### config.mk
export PLATFORM = sky130hd
export DESIGN_NAME = rcs_reset_seq
export DESIGN_NICKNAME = d
export VERILOG_FILES = /design/src/verilog/rcs_pkg.sv /design/src/verilog/rcs_timeout_cnt.sv /design/src/verilog/rcs_wb_slave.sv /design/src/verilog/rcs_reset_seq.sv
export SDC_FILE = /design/constraint.sdc
export NUM_CORES = 1
export LEC_CHECK = 0
export BUFFER_PORTS_ARGS = -buffer_cell sky130_fd_sc_hd__buf_4
export CORE_MARGIN = 10
export CORE_UTILIZATION = 30
export CTS_CLUSTER_DIAMETER = 30
export DETAILED_ROUTE_END_ITERATION = 12
export PLACE_DENSITY_LB_ADDON = 0.05
export SLEW_MARGIN = 20
export SYNTH_ARGS = -nofsm -noshare
export SYNTH_HDL_FRONTEND = slang
export SYNTH_SLANG_ARGS = --single-unit
### constraint.sdc
create_clock -name clk_i -period 3.6 [get_ports clk_i]
set_input_delay 0.54 -clock clk_i [delete_from_list [all_inputs] [get_ports clk_i]]
set_output_delay 0.54 -clock clk_i [all_outputs]
set_load 0.02 [all_outputs]
### src/verilog/rcs_pkg.sv
// shared constants, types and reset values of the reset-cause sequencer
`default_nettype none
package rcs_pkg;
	// register map, byte addresses on the bus
	localparam logic [7:0] ADR_PWR_STAT = 8'h00;
	localparam logic [7:0] ADR_CORE_STAT = 8'h04;
	localparam logic [7:0] ADR_CONFIG = 8'h08;
	localparam logic [7:0] ADR_OPTION = 8'h0c;
	localparam logic [7:0] ADR_DATA_HOLD = 8'h10;
	localparam logic [7:0] ADR_CAUSE = 8'h14;
	// power_reset_status fields
	localparam int BROWNOUT_FLAG_BIT = 0;
	localparam int POR_BIT = 1;
	// core status fields
	localparam int PAGE_LSB = 5;
	localparam int TIMEOUT_FLAG_BIT = 4;
	localparam int POWERDOWN_FLAG_BIT = 3;
	// config fields
	localparam int PUT_ENABLE_N_BIT = 0;
	localparam int BODEN_BIT = 1;
	localparam int MODE_LSB = 2;
	// reset values
	localparam logic [1:0] PWR_STAT_POR = 2'h0;
	localparam logic [7:0] CORE_STAT_POR = 8'h18;
	localparam logic [7:0] CONFIG_POR = 8'h06;
	localparam logic [7:0] OPTION_RST = 8'hff;
	localparam logic [7:0] DATA_POR = 8'h00;
	// program counter
	localparam int PC_W = 13;
	localparam logic [PC_W-1:0] RESET_VECTOR = 13'h0000;
	localparam logic [PC_W-1:0] IRQ_VECTOR = 13'h0004;
	// timing
	localparam longint CLK_HZ = 64'd50000000;
	localparam longint POWERUP_MS = 64'd72;
	localparam longint POWERUP_CYCLES_L = POWERUP_MS * CLK_HZ / 64'd1000;
	localparam int CNT_W = 22;
	localparam logic [CNT_W-1:0] STARTUP_CYCLES = 22'h000400;

	typedef enum logic [1:0] {
		OSC_CRYSTAL_LOWPOWER = 2'h0,
		OSC_CRYSTAL_STD = 2'h1,
		OSC_CRYSTAL_FAST = 2'h2,
		OSC_RC = 2'h3
	} rcs_osc_mode_t;

	typedef enum logic [2:0] {
		ST_RUN, ST_HOLD, ST_POWERUP_WAIT, ST_STARTUP_WAIT, ST_DONE
	} rcs_state_t;
	typedef enum logic [2:0] {
		CAUSE_POR, CAUSE_BROWNOUT, CAUSE_PIN, CAUSE_WDT, CAUSE_WAKE
	} rcs_cause_t;

	// one register access handed from the bus slave to the register file
	typedef struct packed {
		logic wr;
		logic [7:0] adr;
		logic [7:0] wdat;
	} rcs_reg_acc_t;

	typedef struct packed {
		logic ack;
		logic [31:0] dat;
	} rcs_wb_st_t;

	typedef struct packed {
		logic [CNT_W-1:0] cnt;
		logic busy;
		logic done;
	} rcs_cnt_st_t;

	typedef struct packed {
		logic pin_s1;
		logic pin_s2;
		logic brownout_s1;
		logic brownout_s2;
		logic osc_s1;
		logic osc_s2;
		logic osc_s3;
		rcs_state_t state;
		rcs_cause_t cause;
		logic vec_irq;
		logic [1:0] pwr_stat;
		logic [7:0] core_stat;
		logic [7:0] config_reg;
		logic [7:0] option;
		logic [7:0] data_hold;
		logic put_go;
		logic startup_go;
		logic core_reset;
		logic core_hold;
		logic pc_load;
		logic [PC_W-1:0] pc_value;
	} rcs_top_st_t;

	localparam rcs_top_st_t TOP_RST = '{
		pin_s1: 1'b0, pin_s2: 1'b0, brownout_s1: 1'b0, brownout_s2: 1'b0,
		osc_s1: 1'b0, osc_s2: 1'b0, osc_s3: 1'b0,
		state: ST_HOLD, cause: CAUSE_POR, vec_irq: 1'b0,
		pwr_stat: PWR_STAT_POR, core_stat: CORE_STAT_POR, config_reg: CONFIG_POR,
		option: OPTION_RST, data_hold: DATA_POR,
		put_go: 1'b0, startup_go: 1'b0, core_reset: 1'b1, core_hold: 1'b0,
		pc_load: 1'b0, pc_value: RESET_VECTOR
	};
endpackage
`default_nettype wire

### src/verilog/rcs_timeout_cnt.sv
// down-counter that times one reset time-out in ticks
`default_nettype none
module rcs_timeout_cnt
	import rcs_pkg::*;
#(
	parameter int W = CNT_W
) (
	input wire logic clk_i,
	input wire logic rst_i,
	input wire logic start_i,
	input wire logic [W-1:0] len_i,
	input wire logic tick_i,
	output logic busy_o,
	output logic done_o
);
	rcs_cnt_st_t s, n;

	always_comb begin
		n = s;
		n.done = 1'b0;
		// a restart reloads and swallows any expiry of the old run
		if (start_i) begin
			n.cnt = len_i;
			n.busy = 1'b1;
		end else if (s.busy && tick_i) begin
			n.cnt = s.cnt - 1'b1;
			if (s.cnt <= W'(1)) begin
				n.busy = 1'b0;
				n.done = 1'b1;
			end
		end
	end

	always_ff @(posedge clk_i) begin
		if (rst_i) begin
			s <= '0;
		end else begin
			s <= n;
		end
	end

	assign busy_o = s.busy;
	assign done_o = s.done;
endmodule // rcs_timeout_cnt
`default_nettype wire

### src/verilog/rcs_wb_slave.sv
// classic wishbone slave front end for the byte-wide register file
`default_nettype none
module rcs_wb_slave
	import rcs_pkg::*;
(
	input wire logic clk_i,
	input wire logic rst_i,
	input wire logic wb_cyc_i,
	input wire logic wb_stb_i,
	input wire logic wb_we_i,
	input wire logic [7:0] wb_adr_i,
	input wire logic [3:0] wb_sel_i,
	input wire logic [31:0] wb_dat_i,
	input wire logic [7:0] rdata_i,
	output var rcs_reg_acc_t acc_o,
	output logic wb_ack_o,
	output logic [31:0] wb_dat_o
);
	rcs_wb_st_t s, n;
	logic req;

	always_comb begin
		req = wb_cyc_i && wb_stb_i;
		n = s;
		// ack one cycle after the request, dropped the cycle after
		n.ack = req && !s.ack;
		if (req && !s.ack) begin
			n.dat = {24'h000000, rdata_i};
		end
	end

	always_ff @(posedge clk_i) begin
		if (rst_i) begin
			s <= '0;
		end else begin
			s <= n;
		end
	end

	// the write lands on the edge where the master sees ack
	// one driver for the whole struct
	assign acc_o = '{
		wr: req && wb_we_i && s.ack && wb_sel_i[0],
		adr: wb_adr_i,
		wdat: wb_dat_i[7:0]
	};
	assign wb_ack_o = s.ack;
	assign wb_dat_o = s.dat;
endmodule // rcs_wb_slave
`default_nettype wire

### src/verilog/rcs_reset_seq.sv
// reset cause recording, time-out sequencing and register file
// What this block does
// RL1 - brown-out flag, active low, at bit 0
// RL2 - software sets brown-out flag after power-on
// RL3 - brown-out flag meaningless while detection disabled
// RL4 - brown-out clears flag, sets timeout, powerdown
// RL5 - power-on flag at bit 1, power-on only
// RL6 - software sets power-on flag after power-up
// RL7 - time-out length per oscillator mode, cause
// RL8 - power-on sets timeout, powerdown, clears power-on flag
// RL9 - watchdog reset or wake updates timeout, powerdown
// RL10 - pin reset when awake keeps both flags
// RL11 - sleeping pin reset, irq wake: timeout set
// RL12 - resets load pc zero, clear page bits
// RL13 - wake-ups resume at next address
// RL14 - irq wake with enable jumps to vector
// RL15 - registers follow their own reset class
// RL16 - unimplemented bits read as zero
// RL17 - oscillator start-up only crystal, power-on, brown-out, wake
// RL18 - brown-out detection forces power-up timer on
// RL19 - start-up count follows power-up timer expiry
// RL20 - core held in reset while timers run, held by core_hold instead after a wake
//
// The Wishbone interface to the registers and the register addresses were decided locally.
`default_nettype none
module rcs_reset_seq
	import rcs_pkg::*;
#(
	parameter int unsigned PUT_CYCLES = int'(POWERUP_CYCLES_L)
) (
	input wire logic clk_i,
	input wire logic rst_i,
	input wire logic wb_cyc_i,
	input wire logic wb_stb_i,
	input wire logic wb_we_i,
	input wire logic [7:0] wb_adr_i,
	input wire logic [3:0] wb_sel_i,
	input wire logic [31:0] wb_dat_i,
	output logic wb_ack_o,
	output logic [31:0] wb_dat_o,
	input wire logic master_clear_pin_n_i,
	input wire logic brownout_i,
	input wire logic osc_clk_i,
	input wire logic wdt_expire_i,
	input wire logic irq_wake_i,
	input wire logic sleep_i,
	input wire logic global_irq_enable_i,
	input wire logic [PC_W-1:0] pc_i,
	output logic core_reset_o,
	output logic core_hold_o,
	output logic pc_load_o,
	output logic [PC_W-1:0] pc_value_o
);
	rcs_top_st_t s, n;
	rcs_reg_acc_t acc;
	logic [7:0] rdata;
	logic put_done;
	logic startup_done;
	logic osc_tick;
	logic boden;
	logic crystal;
	logic put_on;
	logic brownout_act;
	logic pin_low;

	rcs_wb_slave u_bus (
		.clk_i(clk_i),
		.rst_i(rst_i),
		.wb_cyc_i(wb_cyc_i),
		.wb_stb_i(wb_stb_i),
		.wb_we_i(wb_we_i),
		.wb_adr_i(wb_adr_i),
		.wb_sel_i(wb_sel_i),
		.wb_dat_i(wb_dat_i),
		.rdata_i(rdata),
		.acc_o(acc),
		.wb_ack_o(wb_ack_o),
		.wb_dat_o(wb_dat_o)
	);

	// power-up timer runs on the core clock standing in for the internal rc
	rcs_timeout_cnt #(.W(CNT_W)) u_put (
		.clk_i(clk_i),
		.rst_i(rst_i),
		.start_i(s.put_go),
		.len_i(CNT_W'(PUT_CYCLES)),
		.tick_i(1'b1),
		.busy_o(),
		.done_o(put_done)
	);

	// start-up timer counts rising edges of the oscillator pin
	rcs_timeout_cnt #(.W(CNT_W)) u_startup (
		.clk_i(clk_i),
		.rst_i(rst_i),
		.start_i(s.startup_go),
		.len_i(STARTUP_CYCLES),
		.tick_i(osc_tick),
		.busy_o(),
		.done_o(startup_done)
	);

	// read mux; unmapped offsets return zero
	always_comb begin
		case (acc.adr)
			ADR_PWR_STAT: rdata = {6'h00, s.pwr_stat}; // RL16
			ADR_CORE_STAT: rdata = s.core_stat;
			ADR_CONFIG: rdata = {4'h0, s.config_reg[3:0]}; // RL16
			ADR_OPTION: rdata = s.option;
			ADR_DATA_HOLD: rdata = s.data_hold;
			ADR_CAUSE: rdata = {2'h0, s.state, s.cause};
			default: rdata = 8'h00;
		endcase
	end

	always_comb begin
		n = s;
		n.put_go = 1'b0;
		n.startup_go = 1'b0;
		n.pc_load = 1'b0;

		// pins cross in through two flops and only the second is read; the oscillator adds a third for its edge
		n.pin_s1 = master_clear_pin_n_i;
		n.pin_s2 = s.pin_s1;
		n.brownout_s1 = brownout_i;
		n.brownout_s2 = s.brownout_s1;
		n.osc_s1 = osc_clk_i;
		n.osc_s2 = s.osc_s1;
		n.osc_s3 = s.osc_s2;

		boden = s.config_reg[BODEN_BIT];
		crystal = s.config_reg[MODE_LSB +: 2] != OSC_RC;
		put_on = !s.config_reg[PUT_ENABLE_N_BIT] || boden; // RL18
		brownout_act = boden && s.brownout_s2; // RL3
		pin_low = !s.pin_s2;
		osc_tick = s.osc_s2 && !s.osc_s3 && crystal; // RL17

		// software writes first, so a hardware event in the same cycle wins
		if (acc.wr) begin
			case (acc.adr)
				ADR_PWR_STAT: n.pwr_stat = acc.wdat[1:0]; // RL2 RL6
				ADR_CORE_STAT: begin
					n.core_stat[7:PAGE_LSB] = acc.wdat[7:PAGE_LSB];
					n.core_stat[2:0] = acc.wdat[2:0];
				end
				ADR_CONFIG: n.config_reg = {4'h0, acc.wdat[3:0]};
				ADR_OPTION: n.option = acc.wdat;
				ADR_DATA_HOLD: n.data_hold = acc.wdat; // RL15
				default: n.data_hold = n.data_hold;
			endcase
		end

		// brown-out holds the core in any state and restarts the sequence
		if (brownout_act) begin
			n.state = ST_HOLD;
			n.cause = CAUSE_BROWNOUT;
			n.core_reset = 1'b1; // RL20
			n.core_hold = 1'b0;
			n.pwr_stat[BROWNOUT_FLAG_BIT] = 1'b0; // RL4 RL1
			n.core_stat[TIMEOUT_FLAG_BIT] = 1'b1; // RL4
			n.core_stat[POWERDOWN_FLAG_BIT] = 1'b1; // RL4
			n.core_stat[7:PAGE_LSB] = 3'h0; // RL12
			n.option = OPTION_RST; // RL15
		end else begin
			case (s.state)
				ST_RUN: begin
					if (pin_low) begin
						n.state = ST_HOLD;
						n.cause = CAUSE_PIN;
						n.core_reset = 1'b1;
						n.core_stat[7:PAGE_LSB] = 3'h0; // RL12
						n.option = OPTION_RST; // RL15
						// awake, the flags stay as they are
						if (sleep_i) begin // RL10
							n.core_stat[TIMEOUT_FLAG_BIT] = 1'b1; // RL11
							n.core_stat[POWERDOWN_FLAG_BIT] = 1'b0; // RL11
						end
					end else if (wdt_expire_i && sleep_i) begin
						n.cause = CAUSE_WAKE;
						n.vec_irq = 1'b0;
						n.core_stat[TIMEOUT_FLAG_BIT] = 1'b0; // RL9
						n.core_stat[POWERDOWN_FLAG_BIT] = 1'b0; // RL9
						n.core_hold = 1'b1;
						n.state = crystal ? ST_STARTUP_WAIT : ST_DONE; // RL7 RL17
						n.startup_go = crystal;
					end else if (wdt_expire_i) begin
						n.state = ST_HOLD;
						n.cause = CAUSE_WDT;
						n.core_reset = 1'b1;
						n.core_stat[TIMEOUT_FLAG_BIT] = 1'b0; // RL9
						n.core_stat[POWERDOWN_FLAG_BIT] = 1'b1; // RL9
						n.core_stat[7:PAGE_LSB] = 3'h0; // RL12
						n.option = OPTION_RST; // RL15
					end else if (irq_wake_i && sleep_i) begin
						n.cause = CAUSE_WAKE;
						n.vec_irq = global_irq_enable_i; // RL14
						n.core_stat[TIMEOUT_FLAG_BIT] = 1'b1; // RL11
						n.core_stat[POWERDOWN_FLAG_BIT] = 1'b0; // RL11
						n.core_hold = 1'b1;
						n.state = crystal ? ST_STARTUP_WAIT : ST_DONE; // RL7 RL17
						n.startup_go = crystal;
					end
				end
				ST_HOLD: begin
					// power-on and brown-out run the timers even with the pin low
					if (s.cause == CAUSE_POR || s.cause == CAUSE_BROWNOUT) begin
						if (put_on) begin // RL7
							n.state = ST_POWERUP_WAIT;
							n.put_go = 1'b1;
						end else if (crystal) begin // RL17
							n.state = ST_STARTUP_WAIT;
							n.startup_go = 1'b1;
						end else begin
							n.state = ST_DONE;
						end
					end else begin
						n.state = ST_DONE;
					end
				end
				ST_POWERUP_WAIT: begin
					if (put_done) begin // RL19
						n.state = crystal ? ST_STARTUP_WAIT : ST_DONE; // RL7
						n.startup_go = crystal;
					end
				end
				ST_STARTUP_WAIT: begin
					if (startup_done) begin // RL19
						n.state = ST_DONE;
					end
				end
				ST_DONE: begin
					// a pin held low keeps the core back after the timers expire
					if (!pin_low) begin
						n.state = ST_RUN;
						n.core_reset = 1'b0; // RL20
						n.core_hold = 1'b0;
						n.pc_load = 1'b1;
						if (s.cause != CAUSE_WAKE) begin
							n.pc_value = RESET_VECTOR; // RL12
						end else if (s.vec_irq) begin
							n.pc_value = IRQ_VECTOR; // RL14
						end else begin
							n.pc_value = pc_i + PC_W'(1); // RL13
						end
					end
				end
				default: begin
					n.state = ST_HOLD;
					n.core_reset = 1'b1;
				end
			endcase
		end
	end

	// reset constant clears the power-on flag and sets timeout and powerdown
	always_ff @(posedge clk_i) begin
		if (rst_i) begin
			s <= TOP_RST; // RL5 RL8 RL12 RL15
		end else begin
			s <= n;
		end
	end

	assign core_reset_o = s.core_reset;
	assign core_hold_o = s.core_hold;
	assign pc_load_o = s.pc_load;
	assign pc_value_o = s.pc_value;
endmodule // rcs_reset_seq
`default_nettype wire

=== Word-level counts from Yosys, hierarchy flattened ===
Index checks and enable logic that the tools add are counted.

* Input port bits: 69
* Bits in writable memories: 0
* Output and inout bits: 49
* Logic and storage cells: 182
* Memory bits (read-only): 0
* Register bits after elaboration: 119
* Bits in latches: 0
* Memories: 0

* Equality and inequality tests: 25
* Bitwise operators: 7
* $add $sub $neg: 3
* $lt $le $gt $ge: 2
* Divide/modulo/power cells: 0
* Shift-type cells: 0
* Multiply operators: 0
* Reduce and logical (&&, ||, !) cells: 46
* Mux-type cells: 64

{| class="wikitable"
|+ Operators with widths
! cell !! count
|-
| two-way mux 8 bit || 6
|-
| one-hot mux 8 bit (6 select lines) || 1
|-
| less-or-equal comparator 22 x 1 -> 1 bit, second input constant || 2
|-
| subtractor 22 x 1 -> 22 bit, second input constant || 2
|-
| two-way mux 13 bit || 3
|-
| two-way mux 7 bit || 5
|-
| two-way mux 16 bit || 2
|-
| two-way mux 3 bit || 10
|-
| two-way mux 24 bit || 1
|-
| two-way mux 23 bit || 1
|-
| two-way mux 1 bit || 19
|-
| == test 8 x 4 -> 1 bit, second input constant || 2
|-
| == test 8 x 5 -> 1 bit, second input constant || 2
|-
| != test 3 bit, second input constant || 5
|-
| one-hot mux 3 bit (5 select lines) || 1
|-
| two-way mux 2 bit || 7
|-
| AND reduction 2 bit || 7
|-
| adder 13 x 1 -> 13 bit, second input constant || 1
|-
| two-way mux 12 bit || 1
|-
| two-way mux 6 bit || 2
|-
| nonzero test 2 bit || 6
|-
| OR reduction 3 bit || 4
|-
| logical AND 1 bit || 11
|-
| two-way mux 5 bit || 2
|-
| other kinds (22) || 44
|}

=== Logic depth before layout (Yosys ltp) ===
* Depth in word-level cells: 11
* Depth in mapped cells: 7
* Depth with buffers taken out: 7

=== Cells and area by module ===
From an unflattened synthesis, not the netlist that was laid out.

* Cell total of the unflattened synthesis: 752
* Area total of the unflattened synthesis: 6,470.0 um^2

{| class="wikitable"
|+ Modules (own cells, without submodules)
! module !! seq. area each (um^2) !! area an instance (um^2) !! times used !! cells each
|-
| rcs_reset_seq || 1,241.2 || 3,111.7 || 1 || 352
|-
| rcs_timeout_cnt (u_put) || 480.5 || 1,350.0 || 1 || 166
|-
| rcs_timeout_cnt (u_startup) || 480.5 || 1,302.5 || 1 || 153
|-
| rcs_wb_slave || 180.2 || 705.7 || 1 || 81
|}

=== Least setup slack after synthesis ===
Ideal clock, no wire load.

* Path kind: input-to-reg
* From: input wb_adr_i[0]
* To: register s, in the netlist boden
* Buffers on the path: 1
* Stages on the path: 5
* Required time: 3,480 ps
* Arrival time: 1,947 ps
* Slack: 1,534 ps
* Setup time: 120 ps
* Cell sequence: nor4_4 > nand4b_4 > or4b_1 > buf_2 > a211o_1

* Word-level cells in the longest chain between the ends: 2

{| class="wikitable"
|+ Ends and longest elaborated chain
! item !! RTL line !! source
|-
| from (decl) || rcs_reset_seq.sv:36 || <nowiki>input wire logic [7:0] wb_adr_i,</nowiki>
|-
| == test 8 x 4 -> 1 bit || rcs_reset_seq.sv:140 || <nowiki>case (acc.adr)</nowiki>
|-
| AND reduction 2 bit (no line) || - ||
|-
| to (signal assigned) || rcs_reset_seq.sv:260 || <nowiki>s <= n;</nowiki>
|-
| to (decl) || rcs_reset_seq.sv:54 || <nowiki>rcs_top_st_t s, n;</nowiki>
|}

Every way passes these cells.
A chain may end at the register's enable or synchronous reset.

=== Final worst setup path ===
* From: register s[57] (netlist name)
* To: register s, in the netlist pc_value_o[5]

* Word-level cells in the longest chain between the ends: 2

{| class="wikitable"
|+ Ends and longest elaborated chain
! item !! RTL line !! source
|-
| == test 3 bit || rcs_reset_seq.sv:165 || <nowiki>case (s.state)</nowiki>
|-
| AND reduction 3 bit (no line) || - ||
|}

Every way passes these cells.

==> flow_summary.ini <==
[drt]
final_antenna_net_count = 0
wirelength_um = 14400
first_pass_iters = 4
drtIter0Drc = 236
routed_via_density = 4.78
wl_per_cell_um = 15.3
vias = 4515
drc_errors = 0

[synthesis]
synth_edf_count = 0
synthAdderAreaFrac = 0.0109
synthFlopType = dfxtp_1
synth_top_family_by_area = simple AND/OR/NAND/NOR gates
synth_compound_area_frac = 0.0986
synthArstFlopShare = 0
synth_xor_area_frac = 0.0765
synth-seq-cells = 119
yosysWarnings = 0
ys_seq_area_frac = 0.416
avgSynthCellArea_um2 = 8.78
synthCells = 652
synthSimpleGateAreaFrac = 0.253
synth.area.mux_share = 0.0697
syn_area_um2 = 5730
ys_types = 62

[placement]
place_ws_ns = 1.21
dp_hpwl_um = 10500
portBuffers = 66
dp.cells = 913
gp_congestion = 0.782

[grt]
grt_pass1_wl_um = 23500
grt_usage = 0.118
antenna_found_initial = 0
grt_max_degree = 31
overflow = 0
grt_pass1_vias = 4583

[sta]
worstMarginPinSlew_ns = 0.779
setup_ws_ns = 1.53
slew_violations = 0
finalCritPeriodShare = 0.575
relSlewSlack = 0.477
worst_clock_skew_ns = 0.00737
fin_tns_setup_ns = 0
hold_viol = 0
fmax_ghz = 0.483
setup_viol_count_final = 0
rsz0062_at_grt = no
fin_crit_ns = 2.07

[cts]
cts_tree = built
clock_latency_ns = 0.41
hold_buffers = 0
post_cts_resized = 0
cts_buffer_depth = 2
cts.sink_count = 119
cts_inserted_buffers = 17
cts_root_buf = clkbuf_16
clk_pin_slew_ns = 0.06
cts.htree.levels = 4
post_cts_buffers = 0

[layout]
syn2layout_area_growth_pct = 19.8
drive_above_1_share = 0.167
diodes = 0
nNetsFinal = 772
utilization = 0.366
nFillCells = 1923
final_cells = 945

[worst_setup_path]
worst-path-max-fanout = 15
reg2regPathDepth = 5
crit_path_end_kind = flop
start_kind = flop
critPathArrivalTime_ns = 2.41
crit_type = reg2reg
crit_start = s[57]$_SDFFE_PP0P_
endpoint = pc_value_o[5]$_SDFFE_PP0P_
r2r_end = pc_value_o[5]$_SDFFE_PP0P_
r2r_start = s[57]$_SDFFE_PP0P_
crit_required_ns = 3.94
rrSetupSlack_ns = 1.53

[die]
coreArea_um2 = 18800
dieArea_um2 = 25000
start_util = 0.305
dieHeight_um = 158
die_x_um = 158
ioPinCount = 118
fp-row-count = 50

[worst_hold_path]
hp-class = in2reg

[pwr]
p_leak_nw = 2.69
ir_worst_vdd_v = 0.000345
power_density_nw_per_um2 = 620
p_total_mw = 4.25

[flow_run]
max_cap_violations = 0

[status]
status = finished clean
[where the power goes]
| group | switching, mW | total (mW) | internal [mW] |
|---|---|---|---|
| clock network | 0.604 | 1.83 | 1.23 |
| registers | 0.161 | 1.61 | 1.45 |
| logic | 0.454 | 0.812 | 0.358 |
[state kept, by name, summed over array words and instances (netlist names)]
signal            count
u_put.busy_o          1
n                     4
core_hold_o           1
u_bus.wb_dat_o        8
pc_load_o             1
u_startup.busy_o      1
u_startup.s          22
u_startup.done_o      1
boden                 1
u_put.done_o          1
pc_value_o           13
u_put.s              22
u_bus.wb_ack_o        1
core_reset_o          1
s                    41
[how the worst min path moves through the flow]
stage,slack [ns],end,start,depth (start not counted)
floorplan,0.41,n[59]$_SDFF_PP0_,n[60]$_SDFF_PP0_,1
global placement,0.42,s[62]$_SDFF_PP0_,n[62]$_SDFF_PP0_,1
detailed placement,0.43,s[62]$_SDFF_PP0_,n[62]$_SDFF_PP0_,1
CTS,0.33,n[62]$_SDFF_PP0_,brownout_i,2
global route,0.35,n[64]$_SDFF_PP0_,master_clear_pin_n_i,2
finish,0.34,n[62]$_SDFF_PP0_,brownout_i,2
[area by class of cell]
class / count / area, um^2 / share of cell area
clock buffers: 23 / 488 / 0.0711
clock inverters: 9 / 145 / 0.0212
inverters: 11 / 41.3 / 0.00602
multi-input cells: 481 / 3000 / 0.437
flip-flops and latches: 119 / 2380 / 0.347
well taps: 234 / 293 / 0.0427
repair buffers: 68 / 510 / 0.0744
[metrics by stage]
stage	instance area [um^2]	hold slack, ns
after global placement	6230	0.419
after global routing	6860	0.346
final	6860	0.344
after detailed placement	6230	0.430
after CTS	6860	0.329
after floorplan	5810	0.414
[critical path, stage by stage (launching register included)]
cell	delay (ns)
dfxtp_1	0.43
nor2_1	0.30
nand4_1	0.59
nor2_1	0.46
a22oi_1	0.11
nor2_1	0.11
[per-layer routing]
layer	part of all wire	wire length (um)	global-route usage
met1	0.46	6680	0.141
met2	0.49	7010	0.197
met3	0.039	560	0.0377
met4	0.012	169	0.0379
met5	0	0	0
[synthesized netlist by cell type, types with 2 or more instances]
| master | instances | share of area |
|---|---|---|
| or3b_2 | 2 | 0.0031 |
| a31oi_1 | 2 | 0.0022 |
| nand4b_1 | 2 | 0.0031 |
| and4_1 | 4 | 0.0061 |
| xor2_1 | 20 | 0.031 |
| o21ai_0 | 18 | 0.016 |
| o211ai_1 | 2 | 0.0026 |
| nor2_1 | 92 | 0.060 |
| o41ai_1 | 2 | 0.0031 |
| a21boi_0 | 2 | 0.0026 |
| o22ai_1 | 3 | 0.0033 |
| buf_2 | 7 | 0.0061 |
| a211o_1 | 2 | 0.0031 |
| nor4_4 | 2 | 0.0074 |
| a22o_1 | 5 | 0.0076 |
| nand3b_1 | 4 | 0.0052 |
| clkbuf_1 | 19 | 0.012 |
| nand2_1 | 57 | 0.037 |
| nand4_1 | 6 | 0.0066 |
| and2_1 | 4 | 0.0044 |
| a22oi_1 | 9 | 0.012 |
| nor4_1 | 12 | 0.013 |
| a211oi_1 | 2 | 0.0026 |
| mux4_2 | 2 | 0.0079 |
| nor3b_1 | 5 | 0.0066 |
| mux2i_1 | 32 | 0.056 |
| nor4b_1 | 3 | 0.0046 |
| nand3_1 | 18 | 0.016 |
| or2_2 | 4 | 0.0044 |
| buf_4 | 37 | 0.049 |
| o221ai_1 | 2 | 0.0031 |
| xnor2_1 | 30 | 0.046 |
| nor3_1 | 16 | 0.014 |
| dfxtp_1 | 119 | 0.42 |
| nor2b_1 | 12 | 0.013 |
| inv_1 | 11 | 0.0072 |
| or3_1 | 6 | 0.0066 |
| mux2_2 | 3 | 0.0059 |
| a21oi_1 | 38 | 0.033 |
| nand2b_1 | 8 | 0.0087 |
| or4_1 | 3 | 0.0039 |
| ha_1 | 5 | 0.011 |
[layout by cell type, fill, tap and decap left out, types with 5 or more instances in the layout]
master,Yosys,final
nand2b_1,8,8
nand4_1,6,6
nand2_1,57,57
o21ai_0,18,18
nor2b_1,12,12
buf_4,37,68
xnor2_1,30,30
nor4_1,12,12
clkbuf_16,0,17
nor3b_1,5,5
nor2_1,92,92
mux2i_1,32,32
a21oi_1,38,38
conb_1,1,24
a22oi_1,9,9
xor2_1,20,20
a22o_1,5,5
ha_1,5,5
nor3_1,16,16
or3_1,6,6
clkinv_2,0,5
nand3_1,18,18
inv_1,11,11
dfxtp_1,119,119
[cells by family after synthesis]
logic type               count (synthesis)
AND/OR/NAND/NOR                        273
multiplexers                            37
XOR/XNOR                                50
other                                    1
adder cells (fa/ha/maj)                  5
AO/OA/AOI/OAI                           92
flip-flops                             119
buffers and inverters                   75
Power figures use the tool's default switching activity.
